**src/rtl/efvu_pkg.sv**
```systemverilog
package efvu_pkg;

  // ----------------------------------------------------------------
  // Register map (byte addresses)
  // ----------------------------------------------------------------
  localparam logic [7:0] ADDR_VBR = 8'h00;
  localparam logic [7:0] ADDR_CTRL = 8'h04;
  localparam logic [7:0] ADDR_ISTS = 8'h08;
  localparam logic [7:0] ADDR_IMASK = 8'h0C;
  localparam logic [7:0] ADDR_LAST = 8'h10;

  localparam logic [31:0] VBR_RST = 32'h0000_0000;
  localparam logic CTRL_EN_RST = 1'b1;
  localparam logic [2:0] IMASK_RST = 3'h0;
  localparam int VBR_LSB = 20;

  // Interrupt status bits
  localparam int IRQ_DONE = 0;
  localparam int IRQ_RSVD = 1;
  localparam int IRQ_INTERRUPT_ACKNOWLEDGE_CYCLE = 2;

  localparam logic [1:0] RESP_OKAY = 2'h0;
  localparam logic [1:0] RESP_SLVERR = 2'h2;

  // ----------------------------------------------------------------
  // Vector numbers
  // ----------------------------------------------------------------
  localparam logic [7:0] VEC_ACCESS = 8'h02;
  localparam logic [7:0] VEC_ADDRESS = 8'h03;
  localparam logic [7:0] VEC_ILLEGAL = 8'h04;
  localparam logic [7:0] VEC_DIVZERO = 8'h05;
  localparam logic [7:0] VEC_PRIV = 8'h08;
  localparam logic [7:0] VEC_TRACE = 8'h09;
  localparam logic [7:0] VEC_LINEA = 8'h0A;
  localparam logic [7:0] VEC_LINEF = 8'h0B;
  localparam logic [7:0] VEC_DEBUG = 8'h0C;
  localparam logic [7:0] VEC_FORMAT = 8'h0E;
  localparam logic [7:0] VEC_UNINIT = 8'h0F;
  localparam logic [7:0] VEC_SPURIOUS = 8'h18;
  localparam logic [7:0] VEC_TRAP_LO = 8'h20;
  localparam logic [7:0] VEC_TRAP_HI = 8'h2F;
  localparam logic [7:0] VEC_UNSUPP = 8'h3D;
  localparam logic [7:0] VEC_USER_LO = 8'h40;

  // ----------------------------------------------------------------
  // Frame and status word layout
  // ----------------------------------------------------------------
  localparam logic [1:0] FMT_HI = 2'h1;
  localparam logic [31:0] FRAME_BYTES = 32'h0000_0008;
  localparam logic [31:0] PC_SLOT = 32'h0000_0004;
  localparam logic [3:0] FS_NONE = 4'h0;
  localparam logic [3:0] FS_IFETCH = 4'h4;
  localparam logic [3:0] FS_OPWR = 4'h8;
  localparam logic [3:0] FS_WPROT = 4'h9;
  localparam logic [3:0] FS_OPRD = 4'hC;
  localparam int SR_TRACE = 15;
  localparam int SR_SUPER = 13;
  localparam int SR_MASTER = 12;
  localparam int SR_MASK_LSB = 8;

  // Acknowledge space address: upper bits fixed, level in bits 4:2
  localparam logic [26:0] INTERRUPT_ACKNOWLEDGE_CYCLE_ADDR_HI = 27'h7FF_FFFF;

  typedef enum logic [5:0] {
    ST_IDLE = 6'b00_0001,
    ST_INTERRUPT_ACKNOWLEDGE_CYCLE = 6'b00_0010,
    ST_WR_PC = 6'b00_0100,
    ST_WR_FV = 6'b00_1000,
    ST_FETCH = 6'b01_0000,
    ST_DONE = 6'b10_0000
  } efvu_state_e;

endpackage

```
**src/rtl/efvu_vec_class.sv**
```systemverilog
`timescale 1ns/1ps
module efvu_vec_class
  import efvu_pkg::*;
(
  input wire logic [7:0] vec_in,
  output logic stack_next_out,
  output logic reserved_out
);

  wire is_fault;
  wire is_next;

  assign is_fault = (vec_in == VEC_ACCESS) || (vec_in == VEC_ADDRESS) || (vec_in == VEC_ILLEGAL) ||
                    (vec_in == VEC_DIVZERO) || (vec_in == VEC_PRIV) || (vec_in == VEC_LINEA) ||
                    (vec_in == VEC_LINEF) || (vec_in == VEC_FORMAT) || (vec_in == VEC_UNSUPP);
  assign is_next = (vec_in >= VEC_USER_LO) || (vec_in == VEC_TRACE) || (vec_in == VEC_DEBUG) ||
                   (vec_in == VEC_UNINIT) || ((vec_in >= VEC_SPURIOUS) && (vec_in <= VEC_TRAP_HI));
  assign stack_next_out = is_next;
  assign reserved_out = !is_fault && !is_next;

endmodule

```
**src/rtl/efvu_top.sv**
```systemverilog
`timescale 1ns/1ps
module efvu_top
  import efvu_pkg::*;
(
  input wire logic clk_sys_in,
  input wire logic rst_n_in,
  // AXI4-Lite slave
  input wire logic [7:0] s_axi_awaddr_in,
  input wire logic s_axi_awvalid_in,
  output logic s_axi_awready_out,
  input wire logic [31:0] s_axi_wdata_in,
  input wire logic [3:0] s_axi_wstrb_in,
  input wire logic s_axi_wvalid_in,
  output logic s_axi_wready_out,
  output logic [1:0] s_axi_bresp_out,
  output logic s_axi_bvalid_out,
  input wire logic s_axi_bready_in,
  input wire logic [7:0] s_axi_araddr_in,
  input wire logic s_axi_arvalid_in,
  output logic s_axi_arready_out,
  output logic [31:0] s_axi_rdata_out,
  output logic [1:0] s_axi_rresp_out,
  output logic s_axi_rvalid_out,
  input wire logic s_axi_rready_in,
  output logic irq_out,
  // Pipeline side
  input wire logic exc_req_in,
  input wire logic exc_is_irq_in,
  input wire logic [7:0] exc_vector_in,
  input wire logic [2:0] irq_level_in,
  input wire logic [31:0] fault_pc_in,
  input wire logic [31:0] next_pc_in,
  input wire logic [15:0] status_word_in,
  input wire logic [31:0] system_stack_pointer_in,
  input wire logic [3:0] fault_status_field_in,
  input wire logic debug_interrupted_in,
  input wire logic insn_retire_in,
  output logic exc_ready_out,
  output logic [15:0] status_word_out,
  output logic [31:0] system_stack_pointer_out,
  output logic [31:0] handler_pc_out,
  output logic handler_fetch_out,
  output logic irq_inhibit_out,
  // Memory bus master
  output logic mem_req_out,
  output logic mem_we_out,
  output logic interrupt_acknowledge_cycle_out,
  output logic [31:0] mem_addr_out,
  output logic [31:0] mem_wdata_out,
  input wire logic mem_ack_in,
  input wire logic mem_autovec_in,
  input wire logic mem_err_in,
  input wire logic [31:0] mem_rdata_in
);

  // ----------------------------------------------------------------
  // Register bus
  // ----------------------------------------------------------------
  logic aw_held_ff, w_held_ff, bvalid_ff, rvalid_ff;
  logic [7:0] awaddr_ff;
  logic [31:0] wdata_ff, rdata_ff;
  logic [3:0] wstrb_ff;
  logic [1:0] bresp_ff, rresp_ff;
  logic [11:0] vbr_hi_ff;
  logic ctrl_en_ff;
  logic [2:0] ists_ff, imask_ff;
  logic [7:0] last_vec_ff;
  logic [3:0] last_fmt_ff;

  wire aw_hs = s_axi_awvalid_in && s_axi_awready_out;
  wire w_hs = s_axi_wvalid_in && s_axi_wready_out;
  wire ar_hs = s_axi_arvalid_in && s_axi_arready_out;
  wire wr_go = aw_held_ff && w_held_ff && !bvalid_ff;
  wire wr_vbr = wr_go && (awaddr_ff == ADDR_VBR);
  wire wr_ctrl = wr_go && (awaddr_ff == ADDR_CTRL);
  wire wr_imask = wr_go && (awaddr_ff == ADDR_IMASK);
  wire wr_ok = wr_vbr || wr_ctrl || wr_imask || (awaddr_ff == ADDR_ISTS) || (awaddr_ff == ADDR_LAST);
  wire rd_ists = ar_hs && (s_axi_araddr_in == ADDR_ISTS);
  wire rd_map = (s_axi_araddr_in <= ADDR_LAST) && (s_axi_araddr_in[1:0] == 2'b00);
  wire [31:0] vbr_word = {vbr_hi_ff, 20'h0_0000};
  wire [31:0] rd_mux = (s_axi_araddr_in == ADDR_VBR) ? vbr_word :
                       (s_axi_araddr_in == ADDR_CTRL) ? {31'h0, ctrl_en_ff} :
                       (s_axi_araddr_in == ADDR_ISTS) ? {29'h0, ists_ff} :
                       (s_axi_araddr_in == ADDR_IMASK) ? {29'h0, imask_ff} :
                       (s_axi_araddr_in == ADDR_LAST) ? {20'h0_0000, last_fmt_ff, last_vec_ff} : 32'h0000_0000;
  wire [11:0] nxt_vbr_hi = {wstrb_ff[3] ? wdata_ff[31:24] : vbr_hi_ff[11:4],
                            wstrb_ff[2] ? wdata_ff[23:20] : vbr_hi_ff[3:0]};

  assign s_axi_awready_out = !aw_held_ff && !bvalid_ff;
  assign s_axi_wready_out = !w_held_ff && !bvalid_ff;
  assign s_axi_arready_out = !rvalid_ff;
  assign s_axi_bvalid_out = bvalid_ff;
  assign s_axi_bresp_out = bresp_ff;
  assign s_axi_rvalid_out = rvalid_ff;
  assign s_axi_rdata_out = rdata_ff;
  assign s_axi_rresp_out = rresp_ff;

  always_ff @(posedge clk_sys_in or negedge rst_n_in) begin
    if (!rst_n_in) begin
      aw_held_ff <= 1'b0;
      w_held_ff <= 1'b0;
      awaddr_ff <= 8'h00;
      wdata_ff <= 32'h0000_0000;
      wstrb_ff <= 4'h0;
    end else begin
      if (aw_hs) begin
        aw_held_ff <= 1'b1;
        awaddr_ff <= s_axi_awaddr_in;
      end else if (wr_go) begin
        aw_held_ff <= 1'b0;
      end
      if (w_hs) begin
        w_held_ff <= 1'b1;
        wdata_ff <= s_axi_wdata_in;
        wstrb_ff <= s_axi_wstrb_in;
      end else if (wr_go) begin
        w_held_ff <= 1'b0;
      end
    end
  end

  always_ff @(posedge clk_sys_in or negedge rst_n_in) begin
    if (!rst_n_in) begin
      bvalid_ff <= 1'b0;
      bresp_ff <= RESP_OKAY;
      rvalid_ff <= 1'b0;
      rdata_ff <= 32'h0000_0000;
      rresp_ff <= RESP_OKAY;
    end else begin
      if (wr_go) begin
        bvalid_ff <= 1'b1;
        bresp_ff <= wr_ok ? RESP_OKAY : RESP_SLVERR;
      end else if (s_axi_bready_in) begin
        bvalid_ff <= 1'b0;
      end
      if (ar_hs) begin
        rvalid_ff <= 1'b1;
        rdata_ff <= rd_mux;
        rresp_ff <= rd_map ? RESP_OKAY : RESP_SLVERR;
      end else if (s_axi_rready_in) begin
        rvalid_ff <= 1'b0;
      end
    end
  end

  // ----------------------------------------------------------------
  // Exception sequencer
  // ----------------------------------------------------------------
  efvu_state_e state_ff, nxt_state;
  logic [7:0] vec_ff;
  logic is_irq_ff;
  logic [2:0] level_ff;
  logic [31:0] pc_ff, orig_sp_ff;
  logic [15:0] sr_ff;
  logic [3:0] fs_ff;
  logic debug_int_ff;

  wire stack_next;
  wire vec_reserved;
  wire [7:0] class_vec = (state_ff == ST_IDLE) ? exc_vector_in : vec_ff;
  efvu_vec_class u_class (
    .vec_in(class_vec),
    .stack_next_out(stack_next),
    .reserved_out(vec_reserved)
  );

  wire [31:0] frame_sp = {orig_sp_ff[31:2], 2'b00} - FRAME_BYTES;
  wire [3:0] fmt_field = {FMT_HI, orig_sp_ff[1:0]};
  wire fs_allowed = (vec_ff == VEC_ACCESS) || (vec_ff == VEC_ADDRESS) || debug_int_ff;
  wire fs_defined = (fs_ff == FS_IFETCH) || (fs_ff == FS_OPWR) || (fs_ff == FS_WPROT) || (fs_ff == FS_OPRD);
  wire [3:0] fs_field = (fs_allowed && fs_defined) ? fs_ff : FS_NONE;
  wire [31:0] fv_word = {fmt_field, fs_field[3:2], vec_ff, fs_field[1:0], sr_ff};
  wire [31:0] vec_addr = {vbr_hi_ff, 10'h000, vec_ff, 2'b00};
  wire [7:0] interrupt_acknowledge_cycle_vec = mem_err_in ? VEC_SPURIOUS :
                        mem_autovec_in ? (VEC_SPURIOUS + {5'h00, level_ff}) : mem_rdata_in[7:0];
  wire [15:0] entry_sr = {1'b0, sr_ff[14], 1'b1, is_irq_ff ? 1'b0 : sr_ff[SR_MASTER], 1'b0,
                          is_irq_ff ? level_ff : sr_ff[10:8], sr_ff[7:0]};
  wire take = exc_ready_out && exc_req_in;

  assign exc_ready_out = (state_ff == ST_IDLE) && ctrl_en_ff && !(exc_is_irq_in && irq_inhibit_out);
  assign mem_req_out = (state_ff == ST_INTERRUPT_ACKNOWLEDGE_CYCLE) || (state_ff == ST_WR_PC) || (state_ff == ST_WR_FV) ||
                       (state_ff == ST_FETCH);
  assign mem_we_out = (state_ff == ST_WR_PC) || (state_ff == ST_WR_FV);
  assign interrupt_acknowledge_cycle_out = (state_ff == ST_INTERRUPT_ACKNOWLEDGE_CYCLE);
  assign mem_addr_out = (state_ff == ST_INTERRUPT_ACKNOWLEDGE_CYCLE) ? {INTERRUPT_ACKNOWLEDGE_CYCLE_ADDR_HI, level_ff, 2'b00} :
                        (state_ff == ST_WR_PC) ? (frame_sp + PC_SLOT) :
                        (state_ff == ST_WR_FV) ? frame_sp : vec_addr;
  assign mem_wdata_out = (state_ff == ST_WR_PC) ? pc_ff : fv_word;
  assign handler_fetch_out = (state_ff == ST_DONE);

  always_comb begin
    nxt_state = state_ff;
    case (state_ff)
      ST_IDLE: nxt_state = take ? (exc_is_irq_in ? ST_INTERRUPT_ACKNOWLEDGE_CYCLE : ST_WR_PC) : ST_IDLE;
      ST_INTERRUPT_ACKNOWLEDGE_CYCLE: nxt_state = (mem_ack_in || mem_err_in) ? ST_WR_PC : ST_INTERRUPT_ACKNOWLEDGE_CYCLE;
      ST_WR_PC: nxt_state = mem_ack_in ? ST_WR_FV : ST_WR_PC;
      ST_WR_FV: nxt_state = mem_ack_in ? ST_FETCH : ST_WR_FV;
      ST_FETCH: nxt_state = mem_ack_in ? ST_DONE : ST_FETCH;
      ST_DONE: nxt_state = ST_IDLE;
      default: nxt_state = ST_IDLE;
    endcase
  end

  always_ff @(posedge clk_sys_in or negedge rst_n_in) begin
    if (!rst_n_in) begin
      state_ff <= ST_IDLE;
      vec_ff <= 8'h00;
      is_irq_ff <= 1'b0;
      level_ff <= 3'h0;
      pc_ff <= 32'h0000_0000;
      orig_sp_ff <= 32'h0000_0000;
      sr_ff <= 16'h0000;
      fs_ff <= FS_NONE;
      debug_int_ff <= 1'b0;
    end else begin
      state_ff <= nxt_state;
      if (take) begin
        vec_ff <= exc_vector_in;
        is_irq_ff <= exc_is_irq_in;
        level_ff <= irq_level_in;
        pc_ff <= (!exc_is_irq_in && !stack_next && !vec_reserved) ? fault_pc_in : next_pc_in;
        orig_sp_ff <= system_stack_pointer_in;
        sr_ff <= status_word_in;
        fs_ff <= fault_status_field_in;
        debug_int_ff <= debug_interrupted_in;
      end
      if ((state_ff == ST_INTERRUPT_ACKNOWLEDGE_CYCLE) && (mem_ack_in || mem_err_in)) begin
        vec_ff <= interrupt_acknowledge_cycle_vec;
      end
    end
  end

  // ----------------------------------------------------------------
  // Results to the pipeline
  // ----------------------------------------------------------------
  always_ff @(posedge clk_sys_in or negedge rst_n_in) begin
    if (!rst_n_in) begin
      status_word_out <= 16'h0000;
      system_stack_pointer_out <= 32'h0000_0000;
      handler_pc_out <= 32'h0000_0000;
      irq_inhibit_out <= 1'b0;
      last_vec_ff <= 8'h00;
      last_fmt_ff <= 4'h0;
    end else begin
      if ((state_ff == ST_FETCH) && mem_ack_in) begin
        handler_pc_out <= mem_rdata_in;
        status_word_out <= entry_sr;
        system_stack_pointer_out <= frame_sp;
        last_vec_ff <= vec_ff;
        last_fmt_ff <= fmt_field;
      end
      if (state_ff == ST_DONE) begin
        irq_inhibit_out <= 1'b1;
      end else if (insn_retire_in) begin
        irq_inhibit_out <= 1'b0;
      end
    end
  end

  // ----------------------------------------------------------------
  // Configuration and interrupt registers
  // ----------------------------------------------------------------
  wire [2:0] ev_set = {(state_ff == ST_INTERRUPT_ACKNOWLEDGE_CYCLE) && (mem_ack_in || mem_err_in),
                       (state_ff == ST_FETCH) && mem_ack_in && vec_reserved, state_ff == ST_DONE};
  wire [2:0] ists_clr = rd_ists ? 3'h7 : 3'h0;
  assign irq_out = |(ists_ff & imask_ff);

  always_ff @(posedge clk_sys_in or negedge rst_n_in) begin
    if (!rst_n_in) begin
      vbr_hi_ff <= VBR_RST[31:VBR_LSB];
      ctrl_en_ff <= CTRL_EN_RST;
      imask_ff <= IMASK_RST;
      ists_ff <= 3'h0;
    end else begin
      if (wr_vbr) begin
        vbr_hi_ff <= nxt_vbr_hi;
      end
      if (wr_ctrl && wstrb_ff[0]) begin
        ctrl_en_ff <= wdata_ff[0];
      end
      if (wr_imask && wstrb_ff[0]) begin
        imask_ff <= wdata_ff[2:0];
      end
      ists_ff <= (ists_ff & ~ists_clr) | ev_set;
    end
  end
endmodule

```
**config.mk**
```make
export PLATFORM = sky130hd
export DESIGN_NAME = efvu_top
export DESIGN_NICKNAME = d
export VERILOG_FILES = /design/src/rtl/efvu_pkg.sv /design/src/rtl/efvu_vec_class.sv /design/src/rtl/efvu_top.sv
export SDC_FILE = /design/constraint.sdc
export NUM_CORES = 1
export LEC_CHECK = 0
export ABC_AREA = 1
export BUFFER_PORTS_ARGS = -buffer_cell sky130_fd_sc_hd__buf_2
export CAP_MARGIN = 10
export CORE_MARGIN = 1
export CORE_UTILIZATION = 35
export CTS_CLUSTER_SIZE = 25
export DETAILED_ROUTE_END_ITERATION = 6
export SLEW_MARGIN = 20
export SYNTH_ARGS = -nofsm -noshare
export SYNTH_HDL_FRONTEND = slang
export SYNTH_HIERARCHICAL = 1
export SYNTH_SLANG_ARGS = --single-unit
```
**constraint.sdc**
```tcl
create_clock -name clk_sys_in -period 2.45 [get_ports clk_sys_in]
set_clock_uncertainty 0.15 [all_clocks]
set_input_delay 0.1225 -clock clk_sys_in [delete_from_list [all_inputs] [get_ports clk_sys_in]]
set_output_delay 0.1225 -clock clk_sys_in [all_outputs]
set_load 0.03 [all_outputs]
```
# Word level (Yosys, flattened, before mapping)
# Cells that the tools add are included.
[op_classes] n_addsub=3 n_lt_le_gt_ge=4 eq_ne=32 mux=37 bitwise=4 reduce_logical=73
[op_table] cell="$mux W32" n=6
[op_table] cell="$eq A8 B4 Y1 const B" n=11
[op_table] cell="$mux W11" n=4
[op_table] cell="$mux W8" n=5
[op_table] cell="$add A32 B3 Y32 const B" n=1
[op_table] cell="$eq A8 B2 Y1 const B" n=4
[op_table] cell="$eq A8 B3 Y1 const B" n=4
[op_table] cell="$sub A32 B4 Y32 const B" n=1
[op_table] cell="$pmux W6 S5" n=1
[op_table] cell="$logic_and A1 B1 Y1" n=26
[op_table] cell="$logic_or A1 B1 Y1" n=26
[op_table] cell="$eq A8 B5 Y1 const B" n=2
[op_table] cell="$logic_not A8 Y1" n=2
[op_table] cell="$mux W3" n=5
[op_table] cell="$eq A4 B4 Y1 const B" n=3
[op_table] cell="$reduce_bool A2 Y1" n=6
[op_table] cell="$mux W1" n=10
[op_table] cell="$logic_not A1 Y1" n=9
[op_table] cell="$eq A8 B6 Y1 const B" n=1
[op_table] cell="$ge A8 B5 Y1 const B" n=1
[op_table] cell="$ge A8 B7 Y1 const B" n=1
[op_table] cell="$le A8 B5 Y1 const B" n=1
[op_table] cell="$le A8 B6 Y1 const B" n=1
[op_table] cell="$mux W4" n=2
[op_table] cell="other kinds (17)" n=20
[word_totals] reg_bits=296 input_bits=225 out_inout_bits=192 elab_cells=183

# Logic depth before layout (Yosys ltp)
[depth] word_depth=16 mapped_depth=19 mapped_depth_nobuf=18

# Cells and area by module
# The synthesis kept the hierarchy.
[modules_own_cells] module="efvu_top" instances=1 cells_per_inst=1742 area_per_inst_um2=13344.0 seq_area_each_um2=6608.8
[modules_own_cells] module="efvu_vec_class" instances=1 cells_per_inst=33 area_per_inst_um2=138.9 seq_area_each_um2=0.0

# Worst setup path before layout
# No wires, ideal clock.
[synth_timing] path_type="reg2reg" from="register state_ff[0]" to="register pc_ff[10]" setup_ns=0.095 t_arrival_ns=2.430 required_ns=2.205 setup_slack_ns=-0.226 stages_incl_launch_ff=20 path_buffers=1 period_less_slack_ns=2.676 path_cell_list="dfstp_2 -> inv_1 -> nor2_1 -> nand3_2 -> clkinv_1 -> nand2_1 -> o21ai_0 -> inv_2 -> nand2_1 -> nand2_1 -> nand2_1 -> nand2_1 -> nand2_2 -> nand2_2 -> nor2_2 -> clkinv_1 -> nand2_1 -> clkbuf_1 -> nor2_1 -> o31ai_1"
[synth_between] word_cells_on_any_way=40 cone_classes="order compare (3); eq/ne (13); mux (2); reduce/logical (22)"
[synth_lines] item="from (decl)" line_no="efvu_top.sv:149" source="efvu_state_e state_ff, nxt_state;"
[synth_lines] item="from (signal assigned)" line_no="efvu_top.sv:216" source="state_ff <= nxt_state;"
[synth_lines] item="$eq A6 B1 Y1 (*)" line_no="efvu_top.sv:160" source="wire [7:0] class_vec = (state_ff == ST_IDLE) ? exc_vector_in : vec_ff;"
[synth_lines] item="$mux W8 (*)" line_no="efvu_top.sv:160"
[synth_lines] item="net class_vec[0]" line_no="efvu_top.sv:160"
[synth_lines] item="$ge A8 B7 Y1 / $eq A8 B4 Y1 (equally long branches)" line_no="efvu_vec_class.sv:16" source="assign is_next = (vec_in >= VEC_USER_LO) || (vec_in == VEC_TRACE) || (vec_in == VEC_DEBUG) ||"
[synth_lines] item="$logic_or A1 B1 Y1 (3 in a row)" line_no="efvu_vec_class.sv:16"
[synth_lines] item="$logic_or A1 B1 Y1 (*)" line_no="efvu_vec_class.sv:17" source="(vec_in == VEC_UNINIT) || ((vec_in >= VEC_SPURIOUS) && (vec_in <= VEC_TRAP_HI));"
[synth_lines] item="net stack_next" line_no="efvu_top.sv:158" source="wire stack_next;"
[synth_lines] item="$logic_not A1 Y1 (*)" line_no="efvu_vec_class.sv:19" source="assign reserved_out = !is_fault && !is_next;"
[synth_lines] item="$logic_and A1 B1 Y1 (*)" line_no="efvu_vec_class.sv:19"
[synth_lines] item="net vec_reserved" line_no="efvu_top.sv:159" source="wire vec_reserved;"
[synth_lines] item="$logic_not A1 Y1 (*)" line_no="efvu_top.sv:221" source="pc_ff <= (!exc_is_irq_in && !stack_next && !vec_reserved) ? fault_pc_in : next_pc_in;"
[synth_lines] item="$logic_and A1 B1 Y1 (*)" line_no="efvu_top.sv:221"
[synth_lines] item="$mux W32 (*)" line_no="efvu_top.sv:221"
[synth_lines] item="to (signal assigned)" line_no="efvu_top.sv:221"
[synth_lines] item="to (decl)" line_no="efvu_top.sv:153" source="logic [31:0] pc_ff, orig_sp_ff;"
# The timed path passes the listed nets; every way through them passes the cells marked *.
# A chain may end at the register's enable or synchronous reset.

# Worst setup path in the final report
[layout_timing] from="register orig_sp_ff[7]" to="output mem_addr_out[29]"
[layout_between] elab_chain_cells=4 word_cells_on_any_way=5 cone_classes="add/sub (2); mux (3)"
[layout_lines] item="from (decl)" line_no="efvu_top.sv:153"
[layout_lines] item="from (signal assigned)" line_no="efvu_top.sv:222" source="orig_sp_ff <= system_stack_pointer_in;"
[layout_lines] item="$sub A32 B4 Y32 (*)" line_no="efvu_top.sv:167" source="wire [31:0] frame_sp = {orig_sp_ff[31:2], 2'b00} - FRAME_BYTES;"
[layout_lines] item="$add A32 B3 Y32 / $mux W32 (equally long branches)" line_no="efvu_top.sv:186, efvu_top.sv:187"
[layout_lines] item="$mux W32 (*)" line_no="efvu_top.sv:186" source="(state_ff == ST_WR_PC) ? (frame_sp + PC_SLOT) :"
[layout_lines] item="$mux W32 (*)" line_no="efvu_top.sv:185" source="assign mem_addr_out = (state_ff == ST_INTERRUPT_ACKNOWLEDGE_CYCLE) ? {INTERRUPT_ACKNOWLEDGE_CYCLE_ADDR_HI, lev ..."
[layout_lines] item="to (decl)" line_no="efvu_top.sv:48" source="output logic [31:0] mem_addr_out,"
# Every way passes the cells marked *; elsewhere a longest branch is shown, timed or not.

==> out/metrics.yaml <==
hold_ws_ns: 0.0165
cts_tree: "yes"
grt_max_degree: 80
first_iter_violations: 894
hold_class: "in -> async"
wl_per_cell_um: 18.2
cp.arrival_ns: 2.81
synth-edff-count: 0
ys_seq_area_frac: 0.490
portBuffers: 381
grt_overflow_total: 0
async_reset_ff_frac: 1.00
failed_checks: "setup timing"
drcViolationCount: 0
fillers: 3155
slew_headroom: 0.648
antenna_found_initial: 2
status: "finished with violations"
ir_worst_vdd_v: 0.000567
internal_power_mw: 13.2
grt_pass1_vias: 15100
setup_viol: 86
synthCells: 1775
clkTransAtPathRegs_ns: 0.06
worst_slew_pin_slew_ns: 0.528
final.period_utilization: 1.26
hold_viol: 0
multi_input_area_sq_um: 7470
yosys_warnings: 6
start_util: 0.357
p_per_area_nw_per_um2: 958
drtAntennaViolNets: 0
die_h_um: 198
place_area_sq_um: 16900
drv_cap: 0
finalCriticalPeriod_ns: 3.08
drv_slew: 0
syn_area_per_cell_sq_um: 7.60
dp_hpwl_mm: 35.1
final_layout_size_suffix_gt1_frac: 0.383
ys_ff_latch: 264
crit_type: "reg -> out"
p_total_mw: 22.4
first_pass_iters: 5
ys.flop_type: "dfrtp_1"
fmaxAchievable_ghz: 0.324
vias: 15600
cp-start-kind: "flop"
io_pins: 417
power_leakage_nw: 11.6
track_usage: 0.270
clockBufferDepth: 3
pwr-share-seq: 0.297
design_area_sq_um: 23400
cts_num_sinks: 264
cts_buffers: 30
net-switching-power_mw: 9.28
coreArea_sq_um: 37800
grt_first_pass_wirelength_mm: 82.1
grt_setup_unrepaired: "true"
gp_congestion: 0.895
stdcell_count: 3106
synth_cell_types: 46
p_sw_frac: 0.414
ff_latch_area_sq_um: 6610
worstPathMaxFanout: 3
pwr-share-comb: 0.496
setup_ws_ns: -0.633
dpl_worst_slack_ns: -0.336
syn_to_final_growth_pct: 73.7
num_rows: 71
place_inst: 2729
die-area_sq_um: 39300
cp-end-kind: "primary output"
routed_via_density: 5.01
netlist_area_sq_um: 13500
finalSetupTns_ns: -22.78
htreeDepth: 1
fin_nets: 2798
worstPathRequired_ns: 2.18
root_buffer: "clkbuf_16"
die_x_um: 198
fin_util: 0.620
clkPwrFrac: 0.206
clkLatencyLatePin_ns: 0.58
routed_wl_mm: 56.5
==> critical path: stages, from the launching register on <==
cell	delay, ns
dfrtp_1	0.43
nor2_2	0.16
nand2_2	0.13
nor2_4	0.15
buf_4	0.13
nand2_2	0.05
buf_4	0.15
o21ai_1	0.15
nand2_2	0.12
nor2_2	0.13
nand2_1	0.07
nor2_2	0.14
nand2_1	0.07
nand2_1	0.05
nand3_1	0.08
nand2_2	0.10
buf_6	0.13
==> power by group through the flow <==
stage	sequential, mW	combinational [mW]	clock [mW]
2_1_floorplan	6.37	4.22	0
3_3_place_gp	6.49	7.23	0
3_5_place_dp	6.50	7.31	0
4_1_cts	6.50	9.48	4.69
5_1_grt	6.79	11.9	4.86
6_report	6.67	11.1	4.63
==> final timing paths <==
check	cells past startpoint	end	startpoint	slack [ns]
max	16	mem_addr_out[29]	orig_sp_ff[7]	-0.63
min	3	handler_pc_out[0]	rst_n_in	0.02
max reg2reg	17	pc_ff[7]	state_ff[0]	-0.28
min reg2reg	2	handler_pc_out[18]	handler_pc_out[18]	0.31
max in group asynchronous	3	ctrl_en_ff	rst_n_in	1.69
min in group clk_sys_in	8	s_axi_rdata_out[1]	s_axi_araddr_in[5]	0.12
==> what timing repair did <==
item / 4_1_cts / 5_1_grt
setup buffers: 57 / 34
setup endpoints to repair: 95 / 139
hold buffers: 242 / 0
hold endpoints to repair: 442 / 0
resized for setup: 341 / 259
gates cloned: 12 / 6
pin swaps: 106 / 107
==> placed cells by master, fill, tap and decap left out, types with 9 or more instances in the layout <==
master and instances:
a21oi_1 23, a21oi_2 21, a21oi_4 14, buf_12 28, buf_16 9, buf_2 324
buf_4 159, buf_6 73, clkbuf_1 9, clkbuf_16 37, conb_1 17, dfrtp_1 260
dlygate4sd3_1 227, inv_1 142, inv_2 17, mux2_2 10, nand2_1 533, nand2_2 64
nand2_4 42, nand3_1 59, nand3_2 16, nand3_4 10, nand4_1 18, nor2_1 101
nor2_2 29, nor2_4 49, o21ai_0 123, o21ai_1 13, o21ai_2 12, o221ai_1 11
o31ai_1 21, o31ai_2 12
==> cell usage after synthesis (13+ instances only) <==
cell type	number	share of area
nand3_1	79	0.029
nand2_1	630	0.18
nand4_1	18	0.0084
o31ai_1	34	0.019
inv_1	156	0.043
o221ai_1	13	0.0084
a21oi_1	58	0.022
buf_2	15	0.0056
dfrtp_1	262	0.49
nor2_1	154	0.043
clkbuf_1	54	0.015
nor2_2	15	0.0070
buf_4	18	0.010
o21ai_0	149	0.055
==> area by class of cell <==
| type | instances | area share |
|---|---|---|
| flip-flops and latches | 264 | 0.282 |
| well taps | 511 | 0.0273 |
| repair buffers | 835 | 0.300 |
| repair inverters | 1 | 0.000267 |
| inverters | 169 | 0.0284 |
| clock inverters | 7 | 0.00363 |
| multi-input cells | 1269 | 0.319 |
| diodes | 2 | 0.000214 |
| clock buffers | 48 | 0.0393 |
==> sequential cells by signal, summed over array words and instances (netlist names), 2 cells and up <==
register and flops:
level_ff 3, vbr_hi_ff 12, awaddr_ff 8, orig_sp_ff 32, handler_pc_out 32, vec_ff 8
system_stack_pointer_out 30, imask_ff 3, state_ff 6, s_axi_rdata_out 23, sr_ff 16, last_fmt_ff 2
status_word_out 14, pc_ff 32, wdata_ff 15, wstrb_ff 3, fs_ff 4, last_vec_ff 8
ists_ff 3
==> metal layers <==
layer  track usage  vias up  wire length, um
met5             0        -                0
met4         0.106        0             2390
met3        0.0455      179             3600
met2         0.445      651            27300
met1         0.353     7435            23300
li1              -     7303                -
==> kinds of logic after synthesis <==
family                     count (synthesis)  share of synthesized area
buffers and inverters                    259                     0.0791
adders and majority gates                  3                    0.00278
DFF                                      264                      0.490
AOI/OAI and AO/OA                        300                      0.129
other                                      1                   0.000278
muxes                                     11                    0.00909
and+or+nand+nor                          935                      0.288
xor gates and xnor gates                   2                    0.00130
(Power assumes the default switching activity.)
